[config.mk]
export PLATFORM = sky130hd
export DESIGN_NAME = motion_cmd_port
export DESIGN_NICKNAME = d
export VERILOG_FILES = /design/src/design/motion_cmd_pkg.sv /design/src/design/motion_cmd_port.sv
export SDC_FILE = /design/constraint.sdc
export NUM_CORES = 2
export LEC_CHECK = 0
export BUFFER_PORTS_ARGS = -buffer_cell sky130_fd_sc_hd__buf_4
export CAP_MARGIN = 25
export CORE_MARGIN = 5
export CORE_UTILIZATION = 50
export CTS_CLUSTER_DIAMETER = 100
export DETAILED_ROUTE_END_ITERATION = 8
export PLACE_DENSITY = 0.66
export SYNTH_ARGS = -nofsm -noshare
export SYNTH_HDL_FRONTEND = slang
export SYNTH_SLANG_ARGS = --single-unit
[constraint.sdc]
create_clock -name aclk -period 15.1 [get_ports aclk]
set_input_delay 4.53 -clock aclk [delete_from_list [all_inputs] [get_ports aclk]]
set_output_delay 4.53 -clock aclk [all_outputs]
set_load 0.05 [all_outputs]
[src/design/motion_cmd_pkg.sv]
/*
 * constants, register map and carrier types for the motion command port.
 * assumes a 10 MHz aclk and an axi4-lite master with 32-bit data.
 */
package motion_cmd_pkg;

  // ****************************************************
  // command codes
  // ****************************************************
  localparam logic [7:0] CMD_NONE = 8'h00;
  localparam logic [7:0] LOAD_POSITION_CODE = 8'h01;
  localparam logic [7:0] SET_RATE_CODE = 8'h02;
  localparam logic [7:0] CLEAR_PULSE_CODE = 8'h03;
  localparam logic [7:0] CONFIG_RELOAD_CODE = 8'h04;

  // ****************************************************
  // result codes
  // ****************************************************
  localparam logic [7:0] RES_OK = 8'h00;
  localparam logic [7:0] RES_ABORTED = 8'h01;
  localparam logic [7:0] RES_ILLEGAL = 8'h03;
  localparam logic [7:0] RES_NO_REF = 8'h06;

  // ****************************************************
  // register byte offsets
  // ****************************************************
  localparam logic [7:0] OFS_CMD = 8'h00;
  localparam logic [7:0] OFS_STATUS = 8'h04;
  localparam logic [7:0] OFS_NEW_POS = 8'h08;
  localparam logic [7:0] OFS_CUR_POS = 8'h0c;
  localparam logic [7:0] OFS_ACCEL = 8'h10;
  localparam logic [7:0] OFS_DECEL = 8'h14;
  localparam logic [7:0] OFS_JERK = 8'h18;
  localparam logic [7:0] OFS_INHIBIT = 8'h1c;
  localparam logic [7:0] OFS_CFG_PTR = 8'h20;
  localparam logic [7:0] OFS_CFG_WORD = 8'h24;
  localparam logic [7:0] OFS_IRQ_STAT = 8'h28;
  localparam logic [7:0] OFS_IRQ_MASK = 8'h2c;
  localparam logic [7:0] OFS_CFG_LIVE = 8'h30;
  localparam logic [7:0] OFS_RATES_APPLIED = 8'h34;

  // field positions
  localparam int CMD_START_BIT = 8;
  localparam int CMD_ABORT_BIT = 9;
  localparam int INHIBIT_EN_BIT = 8;
  localparam int ST_DONE_BIT = 0;
  localparam int ST_BUSY_BIT = 1;
  localparam int ST_RESULT_LSB = 8;
  localparam int IRQ_DONE_BIT = 0;
  localparam int IRQ_ERR_BIT = 1;

  // reset values and response codes
  localparam logic [31:0] RST_ZERO = 32'h0000_0000;
  localparam logic [1:0] RESP_OKAY = 2'b00;
  localparam logic [1:0] RESP_SLVERR = 2'b10;

  // ****************************************************
  // timing
  // ****************************************************
  localparam int CLK_HZ = 10_000_000;
  localparam int CLEAR_PULSE_MS = 50;
  localparam int CLEAR_PULSE_CYC = CLEAR_PULSE_MS * (CLK_HZ / 1000);

  typedef enum logic [1:0] {ST_IDLE, ST_CLEAR, ST_CFG} cmd_state_e;

  typedef struct packed {
    logic done;
    logic busy;
    logic [7:0] result;
  } cmd_status_s;

  typedef struct packed {
    logic [31:0] accel;
    logic [31:0] decel;
    logic [31:0] jerk;
  } rate_set_s;

endpackage

[src/design/motion_cmd_port.sv]
/*
 * command interpreter of the motion module: takes start/command requests
 * from the host over axi4-lite, runs position load, rate set, clear pulse
 * and configuration reload, reports done/busy/result and current position.
 * assumes one clock aclk at 10 MHz, a synchronous active-low reset and a
 * master with at most one write and one read outstanding. the config block
 * lives in a small host-side table that the host fills through CFG_WORD.
 */
`timescale 1ns/100ps
module motion_cmd_port #(
  parameter int CLEAR_CYC = motion_cmd_pkg::CLEAR_PULSE_CYC
) (
  input wire logic aclk,
  input wire logic aresetn,
  input wire logic [7:0] s_axi_awaddr,
  input wire logic s_axi_awvalid,
  output logic s_axi_awready,
  input wire logic [31:0] s_axi_wdata,
  input wire logic [3:0] s_axi_wstrb,
  input wire logic s_axi_wvalid,
  output logic s_axi_wready,
  output logic [1:0] s_axi_bresp,
  output logic s_axi_bvalid,
  input wire logic s_axi_bready,
  input wire logic [7:0] s_axi_araddr,
  input wire logic s_axi_arvalid,
  output logic s_axi_arready,
  output logic [31:0] s_axi_rdata,
  output logic [1:0] s_axi_rresp,
  output logic s_axi_rvalid,
  input wire logic s_axi_rready,
  output logic drive_inhibit_output,
  output logic clear_pulse_output,
  output logic irq
);

  localparam int CFG_WORDS = 8;

  // ****************************************************
  // state
  // ****************************************************
  logic [31:0] cur_pos_r;
  logic [31:0] new_pos_r;
  motion_cmd_pkg::rate_set_s rate_tab_r;
  motion_cmd_pkg::rate_set_s rate_live_r;
  logic [7:0] cmd_code_r;
  logic [7:0] inhibit_r;
  logic [4:0] cfg_ptr_r;
  logic [31:0] host_cfg_r [0:2*CFG_WORDS-1];
  logic [31:0] cfg_live_r [0:CFG_WORDS-1];
  logic [7:0] cfg_changes_r;
  logic [2:0] cfg_idx_r;
  motion_cmd_pkg::cmd_status_s st_r;
  motion_cmd_pkg::cmd_state_e state_r;
  logic [31:0] clr_cnt_r;
  logic [1:0] irq_stat_r;
  logic [1:0] irq_mask_r;
  logic [7:0] awaddr_r;
  logic aw_held_r;
  logic [31:0] wdata_r;
  logic [3:0] wstrb_r;
  logic w_held_r;

  // ****************************************************
  // write channel capture, either order
  // ****************************************************
  wire aw_take = s_axi_awvalid && s_axi_awready;
  wire w_take = s_axi_wvalid && s_axi_wready;
  wire wr_go = aw_held_r && w_held_r && !s_axi_bvalid;
  wire rd_go = s_axi_arvalid && s_axi_arready;

  function automatic logic [31:0] merge(input logic [31:0] old, input logic [31:0] nw,
                                        input logic [3:0] be);
    logic [31:0] r;
    r = old;
    for (int i = 0; i < 4; i++) begin
      if (be[i]) begin
        r[i*8 +: 8] = nw[i*8 +: 8];
      end
    end
    return r;
  endfunction

  wire [31:0] wmerged_cmd = merge({24'h000000, cmd_code_r}, wdata_r, wstrb_r);
  wire hit_cmd = wr_go && awaddr_r == motion_cmd_pkg::OFS_CMD;
  wire start_req = hit_cmd && wmerged_cmd[motion_cmd_pkg::CMD_START_BIT];
  wire abort_req = hit_cmd && wmerged_cmd[motion_cmd_pkg::CMD_ABORT_BIT];
  wire [7:0] req_code = wmerged_cmd[7:0];
  wire idle = state_r == motion_cmd_pkg::ST_IDLE;
  // a start while busy is dropped; the host retries next scan
  wire accept = start_req && idle;
  wire code_known = req_code == motion_cmd_pkg::LOAD_POSITION_CODE
                 || req_code == motion_cmd_pkg::SET_RATE_CODE
                 || req_code == motion_cmd_pkg::CLEAR_PULSE_CODE
                 || req_code == motion_cmd_pkg::CONFIG_RELOAD_CODE;
  wire inst_done = accept && (req_code == motion_cmd_pkg::LOAD_POSITION_CODE
                 || req_code == motion_cmd_pkg::SET_RATE_CODE || !code_known);
  wire clr_end = state_r == motion_cmd_pkg::ST_CLEAR && clr_cnt_r == 32'h0000_0001;
  wire cfg_end = state_r == motion_cmd_pkg::ST_CFG && cfg_idx_r == 3'h7;
  wire ab_now = abort_req && !idle;
  wire fin = inst_done || clr_end || cfg_end || ab_now;
  wire [7:0] fin_res = ab_now ? motion_cmd_pkg::RES_ABORTED :
                       (inst_done && !code_known) ? motion_cmd_pkg::RES_ILLEGAL :
                       motion_cmd_pkg::RES_OK;
  // the fetch index wraps at the end of the host table
  wire [3:0] cfg_sel = cfg_ptr_r[3:0] + {1'b0, cfg_idx_r};
  wire [31:0] cfg_new = host_cfg_r[cfg_sel];
  wire cfg_diff = cfg_new != cfg_live_r[cfg_idx_r];

  always_ff @(posedge aclk) begin
    if (!aresetn) begin
      aw_held_r <= 1'b0;
      w_held_r <= 1'b0;
      awaddr_r <= 8'h00;
      wdata_r <= motion_cmd_pkg::RST_ZERO;
      wstrb_r <= 4'h0;
    end else begin
      if (aw_take) begin
        aw_held_r <= 1'b1;
        awaddr_r <= s_axi_awaddr;
      end else if (wr_go) begin
        aw_held_r <= 1'b0;
      end
      if (w_take) begin
        w_held_r <= 1'b1;
        wdata_r <= s_axi_wdata;
        wstrb_r <= s_axi_wstrb;
      end else if (wr_go) begin
        w_held_r <= 1'b0;
      end
    end
  end

  wire mapped_wr = awaddr_r[1:0] == 2'b00 && (awaddr_r <= motion_cmd_pkg::OFS_IRQ_MASK);

  always_ff @(posedge aclk) begin
    if (!aresetn) begin
      s_axi_awready <= 1'b0;
      s_axi_wready <= 1'b0;
      s_axi_bvalid <= 1'b0;
      s_axi_bresp <= motion_cmd_pkg::RESP_OKAY;
    end else begin
      s_axi_awready <= !aw_held_r && !aw_take && !s_axi_bvalid;
      s_axi_wready <= !w_held_r && !w_take && !s_axi_bvalid;
      if (wr_go) begin
        s_axi_bvalid <= 1'b1;
        s_axi_bresp <= mapped_wr ? motion_cmd_pkg::RESP_OKAY : motion_cmd_pkg::RESP_SLVERR;
      end else if (s_axi_bready) begin
        s_axi_bvalid <= 1'b0;
      end
    end
  end

  // ****************************************************
  // register writes
  // ****************************************************
  always_ff @(posedge aclk) begin
    if (!aresetn) begin
      new_pos_r <= motion_cmd_pkg::RST_ZERO;
      rate_tab_r <= '0;
      inhibit_r <= 8'h00;
      cfg_ptr_r <= 5'h00;
      irq_mask_r <= 2'b00;
      cmd_code_r <= motion_cmd_pkg::CMD_NONE;
    end else if (wr_go) begin
      if (awaddr_r == motion_cmd_pkg::OFS_CMD) begin
        cmd_code_r <= req_code;
      end else if (awaddr_r == motion_cmd_pkg::OFS_NEW_POS) begin
        new_pos_r <= merge(new_pos_r, wdata_r, wstrb_r);
      end else if (awaddr_r == motion_cmd_pkg::OFS_ACCEL) begin
        rate_tab_r.accel <= merge(rate_tab_r.accel, wdata_r, wstrb_r);
      end else if (awaddr_r == motion_cmd_pkg::OFS_DECEL) begin
        rate_tab_r.decel <= merge(rate_tab_r.decel, wdata_r, wstrb_r);
      end else if (awaddr_r == motion_cmd_pkg::OFS_JERK) begin
        rate_tab_r.jerk <= merge(rate_tab_r.jerk, wdata_r, wstrb_r);
      end else if (awaddr_r == motion_cmd_pkg::OFS_INHIBIT) begin
        inhibit_r <= wstrb_r[1] ? wdata_r[15:8] : inhibit_r;
        if (wstrb_r[0]) begin
          inhibit_r <= {7'h00, wdata_r[motion_cmd_pkg::INHIBIT_EN_BIT] && wstrb_r[1]
                        ? |wdata_r[7:0] : drive_inhibit_output};
        end
      end else if (awaddr_r == motion_cmd_pkg::OFS_CFG_PTR) begin
        cfg_ptr_r <= {1'b0, wdata_r[3:0]};
      end else if (awaddr_r == motion_cmd_pkg::OFS_IRQ_MASK) begin
        irq_mask_r <= wdata_r[1:0];
      end
    end
  end

  // host-side configuration table, written as words indexed by data bits 27:24
  always_ff @(posedge aclk) begin
    if (!aresetn) begin
      for (int i = 0; i < 2 * CFG_WORDS; i++) host_cfg_r[i] <= motion_cmd_pkg::RST_ZERO;
    end else if (wr_go && awaddr_r == motion_cmd_pkg::OFS_CFG_WORD) begin
      host_cfg_r[wdata_r[27:24]] <= {8'h00, wdata_r[23:0]};
    end
  end

  // ****************************************************
  // command engine
  // ****************************************************
  always_ff @(posedge aclk) begin
    if (!aresetn) begin
      state_r <= motion_cmd_pkg::ST_IDLE;
      st_r <= '0;
      cur_pos_r <= motion_cmd_pkg::RST_ZERO;
      rate_live_r <= '0;
      clr_cnt_r <= motion_cmd_pkg::RST_ZERO;
      clear_pulse_output <= 1'b0;
      cfg_idx_r <= 3'h0;
      cfg_changes_r <= 8'h00;
    end else begin
      if (accept) begin
        st_r.done <= 1'b0;
        st_r.busy <= 1'b1;
        cfg_idx_r <= 3'h0;
        case (req_code)
          motion_cmd_pkg::LOAD_POSITION_CODE: cur_pos_r <= new_pos_r;
          motion_cmd_pkg::SET_RATE_CODE: rate_live_r <= rate_tab_r;
          motion_cmd_pkg::CLEAR_PULSE_CODE: begin
            state_r <= motion_cmd_pkg::ST_CLEAR;
            clr_cnt_r <= CLEAR_CYC;
            clear_pulse_output <= 1'b1;
          end
          motion_cmd_pkg::CONFIG_RELOAD_CODE: begin
            state_r <= motion_cmd_pkg::ST_CFG;
            cfg_changes_r <= 8'h00;
          end
          default: state_r <= motion_cmd_pkg::ST_IDLE;
        endcase
      end
      case (state_r)
        motion_cmd_pkg::ST_CLEAR: clr_cnt_r <= clr_cnt_r - 32'h0000_0001;
        motion_cmd_pkg::ST_CFG: begin
          cfg_idx_r <= cfg_idx_r + 3'h1;
          if (cfg_diff) begin
            cfg_changes_r <= cfg_changes_r + 8'h01;
          end
        end
        default: ;
      endcase
      if (fin) begin
        state_r <= motion_cmd_pkg::ST_IDLE;
        st_r.done <= 1'b1;
        st_r.busy <= 1'b0;
        st_r.result <= fin_res;
        clear_pulse_output <= 1'b0;
      end
    end
  end

  // only differing words are rewritten
  always_ff @(posedge aclk) begin
    if (!aresetn) begin
      for (int i = 0; i < CFG_WORDS; i++) cfg_live_r[i] <= motion_cmd_pkg::RST_ZERO;
    end else if (state_r == motion_cmd_pkg::ST_CFG && cfg_diff) begin
      cfg_live_r[cfg_idx_r] <= cfg_new;
    end
  end

  always_ff @(posedge aclk) begin
    if (!aresetn) begin
      drive_inhibit_output <= 1'b0;
    end else begin
      drive_inhibit_output <= inhibit_r[0];
    end
  end

  // ****************************************************
  // interrupts
  // ****************************************************
  wire w1c = wr_go && awaddr_r == motion_cmd_pkg::OFS_IRQ_STAT;
  wire [1:0] irq_set = {fin && fin_res != motion_cmd_pkg::RES_OK, fin};

  always_ff @(posedge aclk) begin
    if (!aresetn) begin
      irq_stat_r <= 2'b00;
      irq <= 1'b0;
    end else begin
      // a new event wins over a same-cycle clear
      irq_stat_r <= (irq_stat_r & ~(w1c ? wdata_r[1:0] : 2'b00)) | irq_set;
      irq <= |(((irq_stat_r & ~(w1c ? wdata_r[1:0] : 2'b00)) | irq_set) & irq_mask_r);
    end
  end

  // ****************************************************
  // read channel
  // ****************************************************
  wire [7:0] ra = s_axi_araddr;
  wire [31:0] rd_val =
    (ra == motion_cmd_pkg::OFS_CMD) ? {24'h000000, cmd_code_r} :
    (ra == motion_cmd_pkg::OFS_STATUS) ? {16'h0000, st_r.result, 6'h00, st_r.busy, st_r.done} :
    (ra == motion_cmd_pkg::OFS_NEW_POS) ? new_pos_r :
    (ra == motion_cmd_pkg::OFS_CUR_POS) ? cur_pos_r :
    (ra == motion_cmd_pkg::OFS_ACCEL) ? rate_live_r.accel :
    (ra == motion_cmd_pkg::OFS_DECEL) ? rate_live_r.decel :
    (ra == motion_cmd_pkg::OFS_JERK) ? rate_live_r.jerk :
    (ra == motion_cmd_pkg::OFS_INHIBIT) ? {31'h00000000, drive_inhibit_output} :
    (ra == motion_cmd_pkg::OFS_CFG_PTR) ? {27'h0000000, cfg_ptr_r} :
    (ra == motion_cmd_pkg::OFS_IRQ_STAT) ? {30'h00000000, irq_stat_r} :
    (ra == motion_cmd_pkg::OFS_IRQ_MASK) ? {30'h00000000, irq_mask_r} :
    (ra == motion_cmd_pkg::OFS_CFG_LIVE) ? {24'h000000, cfg_changes_r} :
    motion_cmd_pkg::RST_ZERO;
  wire rd_ok = ra[1:0] == 2'b00 && ra <= motion_cmd_pkg::OFS_CFG_LIVE
               && ra != motion_cmd_pkg::OFS_CFG_WORD;

  always_ff @(posedge aclk) begin
    if (!aresetn) begin
      s_axi_arready <= 1'b0;
      s_axi_rvalid <= 1'b0;
      s_axi_rdata <= motion_cmd_pkg::RST_ZERO;
      s_axi_rresp <= motion_cmd_pkg::RESP_OKAY;
    end else begin
      s_axi_arready <= !s_axi_rvalid && !rd_go;
      if (rd_go) begin
        s_axi_rvalid <= 1'b1;
        s_axi_rdata <= rd_val;
        s_axi_rresp <= rd_ok ? motion_cmd_pkg::RESP_OKAY : motion_cmd_pkg::RESP_SLVERR;
      end else if (s_axi_rready) begin
        s_axi_rvalid <= 1'b0;
      end
    end
  end

endmodule

## Yosys cells after proc, flatten, opt, wreduce, memory -nomap -nowiden

Memory sizes are Yosys's and may differ from the RTL's. A register that Yosys moved wholly into a read port is not among the register bits.
Index checks and enable logic that the tools add are counted.

| operators by class | value |
|---|---|
| $add $sub $neg | 4 |
| order comparisons | 2 |
| equality and inequality tests | 30 |
| mux-type cells | 56 |
| bitwise gates (word level) | 13 |
| reductions and logical operators | 89 |

Operators by type and width:

| kind | count |
|---|---|
| 2-to-1 mux 32 bit | 11 |
| 2-to-1 mux 8 bit | 10 |
| == test 8 x 5 -> 1 bit, second input constant | 8 |
| == test 8 x 6 -> 1 bit, second input constant | 8 |
| == test 32 x 1 -> 1 bit, second input constant | 1 |
| != test 32 bit | 1 |
| OR reduction 32 bit | 1 |
| subtractor 32 x 1 -> 32 bit, second input constant | 1 |
| AND reduction 7 bit | 4 |
| logical AND 1 bit | 27 |
| == test 8 x 4 -> 1 bit, second input constant | 3 |
| 2-to-1 mux 24 bit | 1 |
| AND reduction 6 bit | 4 |
| OR reduction 24 bit | 1 |
| AND reduction 5 bit | 4 |
| 2-to-1 mux 1 bit | 19 |
| nonzero test 2 bit | 9 |
| == test 8 x 2 -> 1 bit, second input constant | 2 |
| == test 8 x 3 -> 1 bit, second input constant | 2 |
| <= comparator 8 x 6 -> 1 bit, second input constant | 2 |
| logical NOT 8 bit | 2 |
| AND reduction 4 bit | 4 |
| AND reduction 8 bit | 2 |
| 2-to-1 mux 3 bit | 5 |
| 24 further kinds | 62 |

| word-level totals | value |
|---|---|
| register bits | 418 |
| bits in writable memories | 640 |
| output and inout port bits | 44 |
| logic and storage cells | 244 |
| memories | 2 |

Memory list:

| name | words | bits a word | read ports | clocked after Yosys merged registers in | wr ports | line | RTL |
|---|---|---|---|---|---|---|---|
| host_cfg_r | 16 | 24 | 1 | 0 | 16 | motion_cmd_port.sv:49 | `logic [31:0] host_cfg_r [0:2*CFG_WORDS-1];` |
| cfg_live_r | 8 | 32 | 1 | 1 | 8 | motion_cmd_port.sv:50 | `logic [31:0] cfg_live_r [0:CFG_WORDS-1];` |

## Longest topological paths before layout

| depth | value |
|---|---|
| depth in word-level cells | 16 |
| depth in mapped cells | 19 |
| mapped depth without buffers | 12 |

## Worst setup path before layout

OpenSTA, ideal clock, no wires.

| path | value |
|---|---|
| kind | in2reg |
| from | input aresetn |
| to | memory host_cfg_r[6][0] (netlist name) (enable) |
| setup time | 0.438 ns |
| arrival | 7.303 ns |
| slack | 7.359 ns |
| stages | 6 |
| path buffers | 3 |
| cell sequence | clkbuf_1 -> nand4_1 -> or2_2 -> clkbuf_1 -> clkbuf_1 -> o21ai_0 |

RTL lines:

| what | line | RTL |
|---|---|---|
| start, declared | motion_cmd_port.sv:14 | `input wire logic aresetn,` |
| end, declared | motion_cmd_port.sv:49 |  |

==> results.toml <==
[place]
dpl_worst_slack_ns = 7.375
dp.cells = 4812
hpwl_um = 70350
gp_congestion = 0.8392
dpl_cell_area_um2 = 44880
io_buffers = 100

[clock_tree]
clk_latency_ns = 0.69
clk_pin_slew_ns = 0.06
post-cts-setup-buffers = 0
cts.htree.levels = 3
cts_buffers = 103
cts_resized = 0
cts_tree = "yes"
clock_path_buffers = 3
clkSinkCount = 989
cts.root.buffer_cell = "clkbuf_16"
ctsHoldBuffers = 0

[setup_path]
path_class = "register to register"
cp_data_arrival_time_ns = 7.40
worst_path_most_repeated_cell = "buf_4"
worstPathRequired_ns = 15.47
cp_max_fo = 87
cp_num_buf_inv = 3
cpLargestDelayFamily = "compound AO/OA/AOI/OAI gates"
cpPeakStageDelay_ns = 1.37
crit_chain = "fa_4 > buf_12 > mux4_2 > mux2i_1 > nor3_1 > a31oi_2 > xor2_1 > a2111oi_0 > nand4_1 > o31ai_4 > buf_4 > or3_1 > buf_4 > nor2_1"
start_kind = "register"
crit_start = "cfg_idx_r[1]"
worstReg2RegStart = "cfg_idx_r[1]"
endpoint_kind = "register"
critPathSlowestCell = "fa_4"

[final_layout]
antenna-diode-count = 0
nets = 3850
layout_common_cells = "576 x edfxtp_1, 555 x nand2_1, 410 x dfxtp_1, 340 x a21oi_1, 297 x and2_1"
syn_to_final_growth_pct = 12.04
layout_commonest_cell = "edfxtp_1"
fillers = 7244
final_cells = 5012
fin_util = 0.5663
drive_gt1_frac = 0.1562
design_area_um2 = 48370

[synth]
synth_cells = 3794
synth_area_um2 = 43180
yosysTopAreaCellShare = 0.4006
synth_area_leaders = "edfxtp_1 40%, dfxtp_1 19%, mux4_2 6.2%, nand2_1 4.8%, and2_1 4.3%"
yosysWarnings = 0
synth_edf_count = 576
yosys.area.top_type = "edfxtp_1"
ys.flop_type = "edfxtp_1"
synth.avg_cell_area_um2 = 11.38
ys_seq_elements = 989
synthArstFlopShare = 0
synth.distinct_cells = 89
ys_seq_area_frac = 0.5921

[floorplanning]
die_w_um = 303.9
io_pins = 103
dieArea_um2 = 92330
start_util = 0.5055
die_y_um = 303.9
core-area_um2 = 85410
rows = 107

[run_status]
outcome = "completed"

[timing]
grt_setup_unrepaired = "false"
period_share = 0.4661
skew_ns = 0.06544
finalWorstSetupSlack_ns = 8.062
relSlewSlack = 0.2758
clock.fmax_ghz = 0.1421
setup_viol = 0
final_hold_viol_count = 0
worst_pin_slew_ns = 1.084
holdWs_ns = 0.4438
finalMaxSlewViolations = 0
min_period_ns = 7.038
setup_tns_ns = 0

[route]
wire_per_inst_um = 23.39
drt_iter0_drc = 3451
vias = 29709
drc = 0
via_per_inst = 5.928
wl_um = 117200
ant_nets = 0
firstDrtPassIters = 8

[global_route]
grt_pass1_wl_um = 179200
use_met3 = 0.03549
top_usage_layer = "met2"
grt_pass1_vias = 28976
grt-ovfl-total = 0
grt_max_degree = 208
use_met1 = 0.3475
use_met2 = 0.4056
antenna_found_initial = 2
grt_usage = 0.2476

[power_and_ir_drop]
power.density_nw_per_um2 = 117.3
ir_drop_mv = 0.1067
p_leak_nw = 16.75
finalPower_mw = 5.672

[worst_hold_path]
hold_path.startpoint = "rate_tab_r[24]"
hp-class = "register to register"

[flow_run]
drv_cap = 0
## layout make-up
type / count / area (µm²) / share of cell area
tap: 1144 / 1431 / 0.02959
multi-input combinational: 2462 / 16140 / 0.3337
clock buffer: 135 / 2789 / 0.05765
clock inverter: 56 / 553.0 / 0.01143
inverter: 21 / 86.33 / 0.001785
sequential: 989 / 25570 / 0.5286
timing repair buffer: 205 / 1798 / 0.03717
## power by group
part / switching, mW / leakage, nW / internal [mW] / total, mW
clock: 1.07 / 1.63 / 1.44 / 2.51
combinational: 0.156 / 5.84 / 0.0643 / 0.220
sequential: 0.0361 / 9.28 / 2.90 / 2.94
## state kept, by name, summed over array words and instances, names as in the netlist, 2 cells and up, named ones only
register and cells:
host_cfg_r 384, cfg_live_r 192, rate_live_r 96, rate_tab_r 96
clr_cnt_r 32, cur_pos_r 32, new_pos_r 32, s_axi_rdata 32
wdata_r 32, awaddr_r 8, cfg_changes_r 8, cmd_code_r 8
cfg_ptr_r 4, st_r 4, wstrb_r 4, cfg_idx_r 3
irq_mask_r 2, irq_stat_r 2, state_r 2
## Yosys cell counts (8+ instances only)
| cell type | instances |
|---|---|
| edfxtp_1 | 576 |
| nand2_1 | 555 |
| dfxtp_1 | 413 |
| a21oi_1 | 340 |
| and2_1 | 298 |
| nor2_1 | 272 |
| clkbuf_1 | 224 |
| nand3_1 | 168 |
| mux2i_1 | 125 |
| mux4_2 | 119 |
| and3_1 | 78 |
| nor3_1 | 50 |
| o21ai_0 | 46 |
| buf_6 | 38 |
| mux2_2 | 32 |
| nor2_2 | 32 |
| a222oi_1 | 27 |
| buf_2 | 27 |
| or3_1 | 27 |
| a22oi_1 | 26 |
| a22o_1 | 25 |
| buf_4 | 20 |
| inv_1 | 19 |
| nand2b_1 | 17 |
| nor4_1 | 17 |
| xor2_1 | 16 |
| a221oi_1 | 13 |
| a32oi_1 | 10 |
| buf_1 | 10 |
| or4_1 | 10 |
| o31ai_1 | 9 |
| or2_2 | 9 |
| xnor2_1 | 9 |
| ha_1 | 8 |
| o211ai_1 | 8 |
## final timing paths
check	to	slack, ns	cells past startpoint
min	rate_live_r[24]	0.44	2
max reg2reg	cfg_live_r[1][16]	8.06	14
max	cfg_live_r[1][16]	8.06	14
min reg2reg	rate_live_r[24]	0.44	2
## worst reg2reg max path, stage by stage (launching register included)
cell and delay, ns:
dfxtp_1 0.51, fa_4 1.37, buf_12 0.52, mux4_2 0.57, mux2i_1 0.51, nor3_1 0.11, a31oi_2 0.70, xor2_1 0.16
a2111oi_0 0.63, nand4_1 0.30, o31ai_4 0.24, buf_4 0.47, or3_1 0.20, buf_4 0.39, nor2_1 0.10
## kinds of logic after synthesis
kind of cell,Yosys count,synth area share
XOR/XNOR,26,0.005448
adder cells (fa/ha/maj),9,0.002782
multiplexers,287,0.1037
AO/OA/AOI/OAI,570,0.08120
buffers and inverters,344,0.04019
flip-flops,989,0.5921
AND/OR/NAND/NOR,1568,0.1745
other,1,0.00008686
## routing by layer
| layer | routed length (µm) | vias up |
|---|---|---|
| met5 | 0 | - |
| met4 | 3014 | 0 |
| met3 | 9293 | 199 |
| met2 | 56060 | 1259 |
| met1 | 48850 | 14660 |
| li1 | - | 13591 |
No activity file was read; power rests on OpenSTA's default activity.
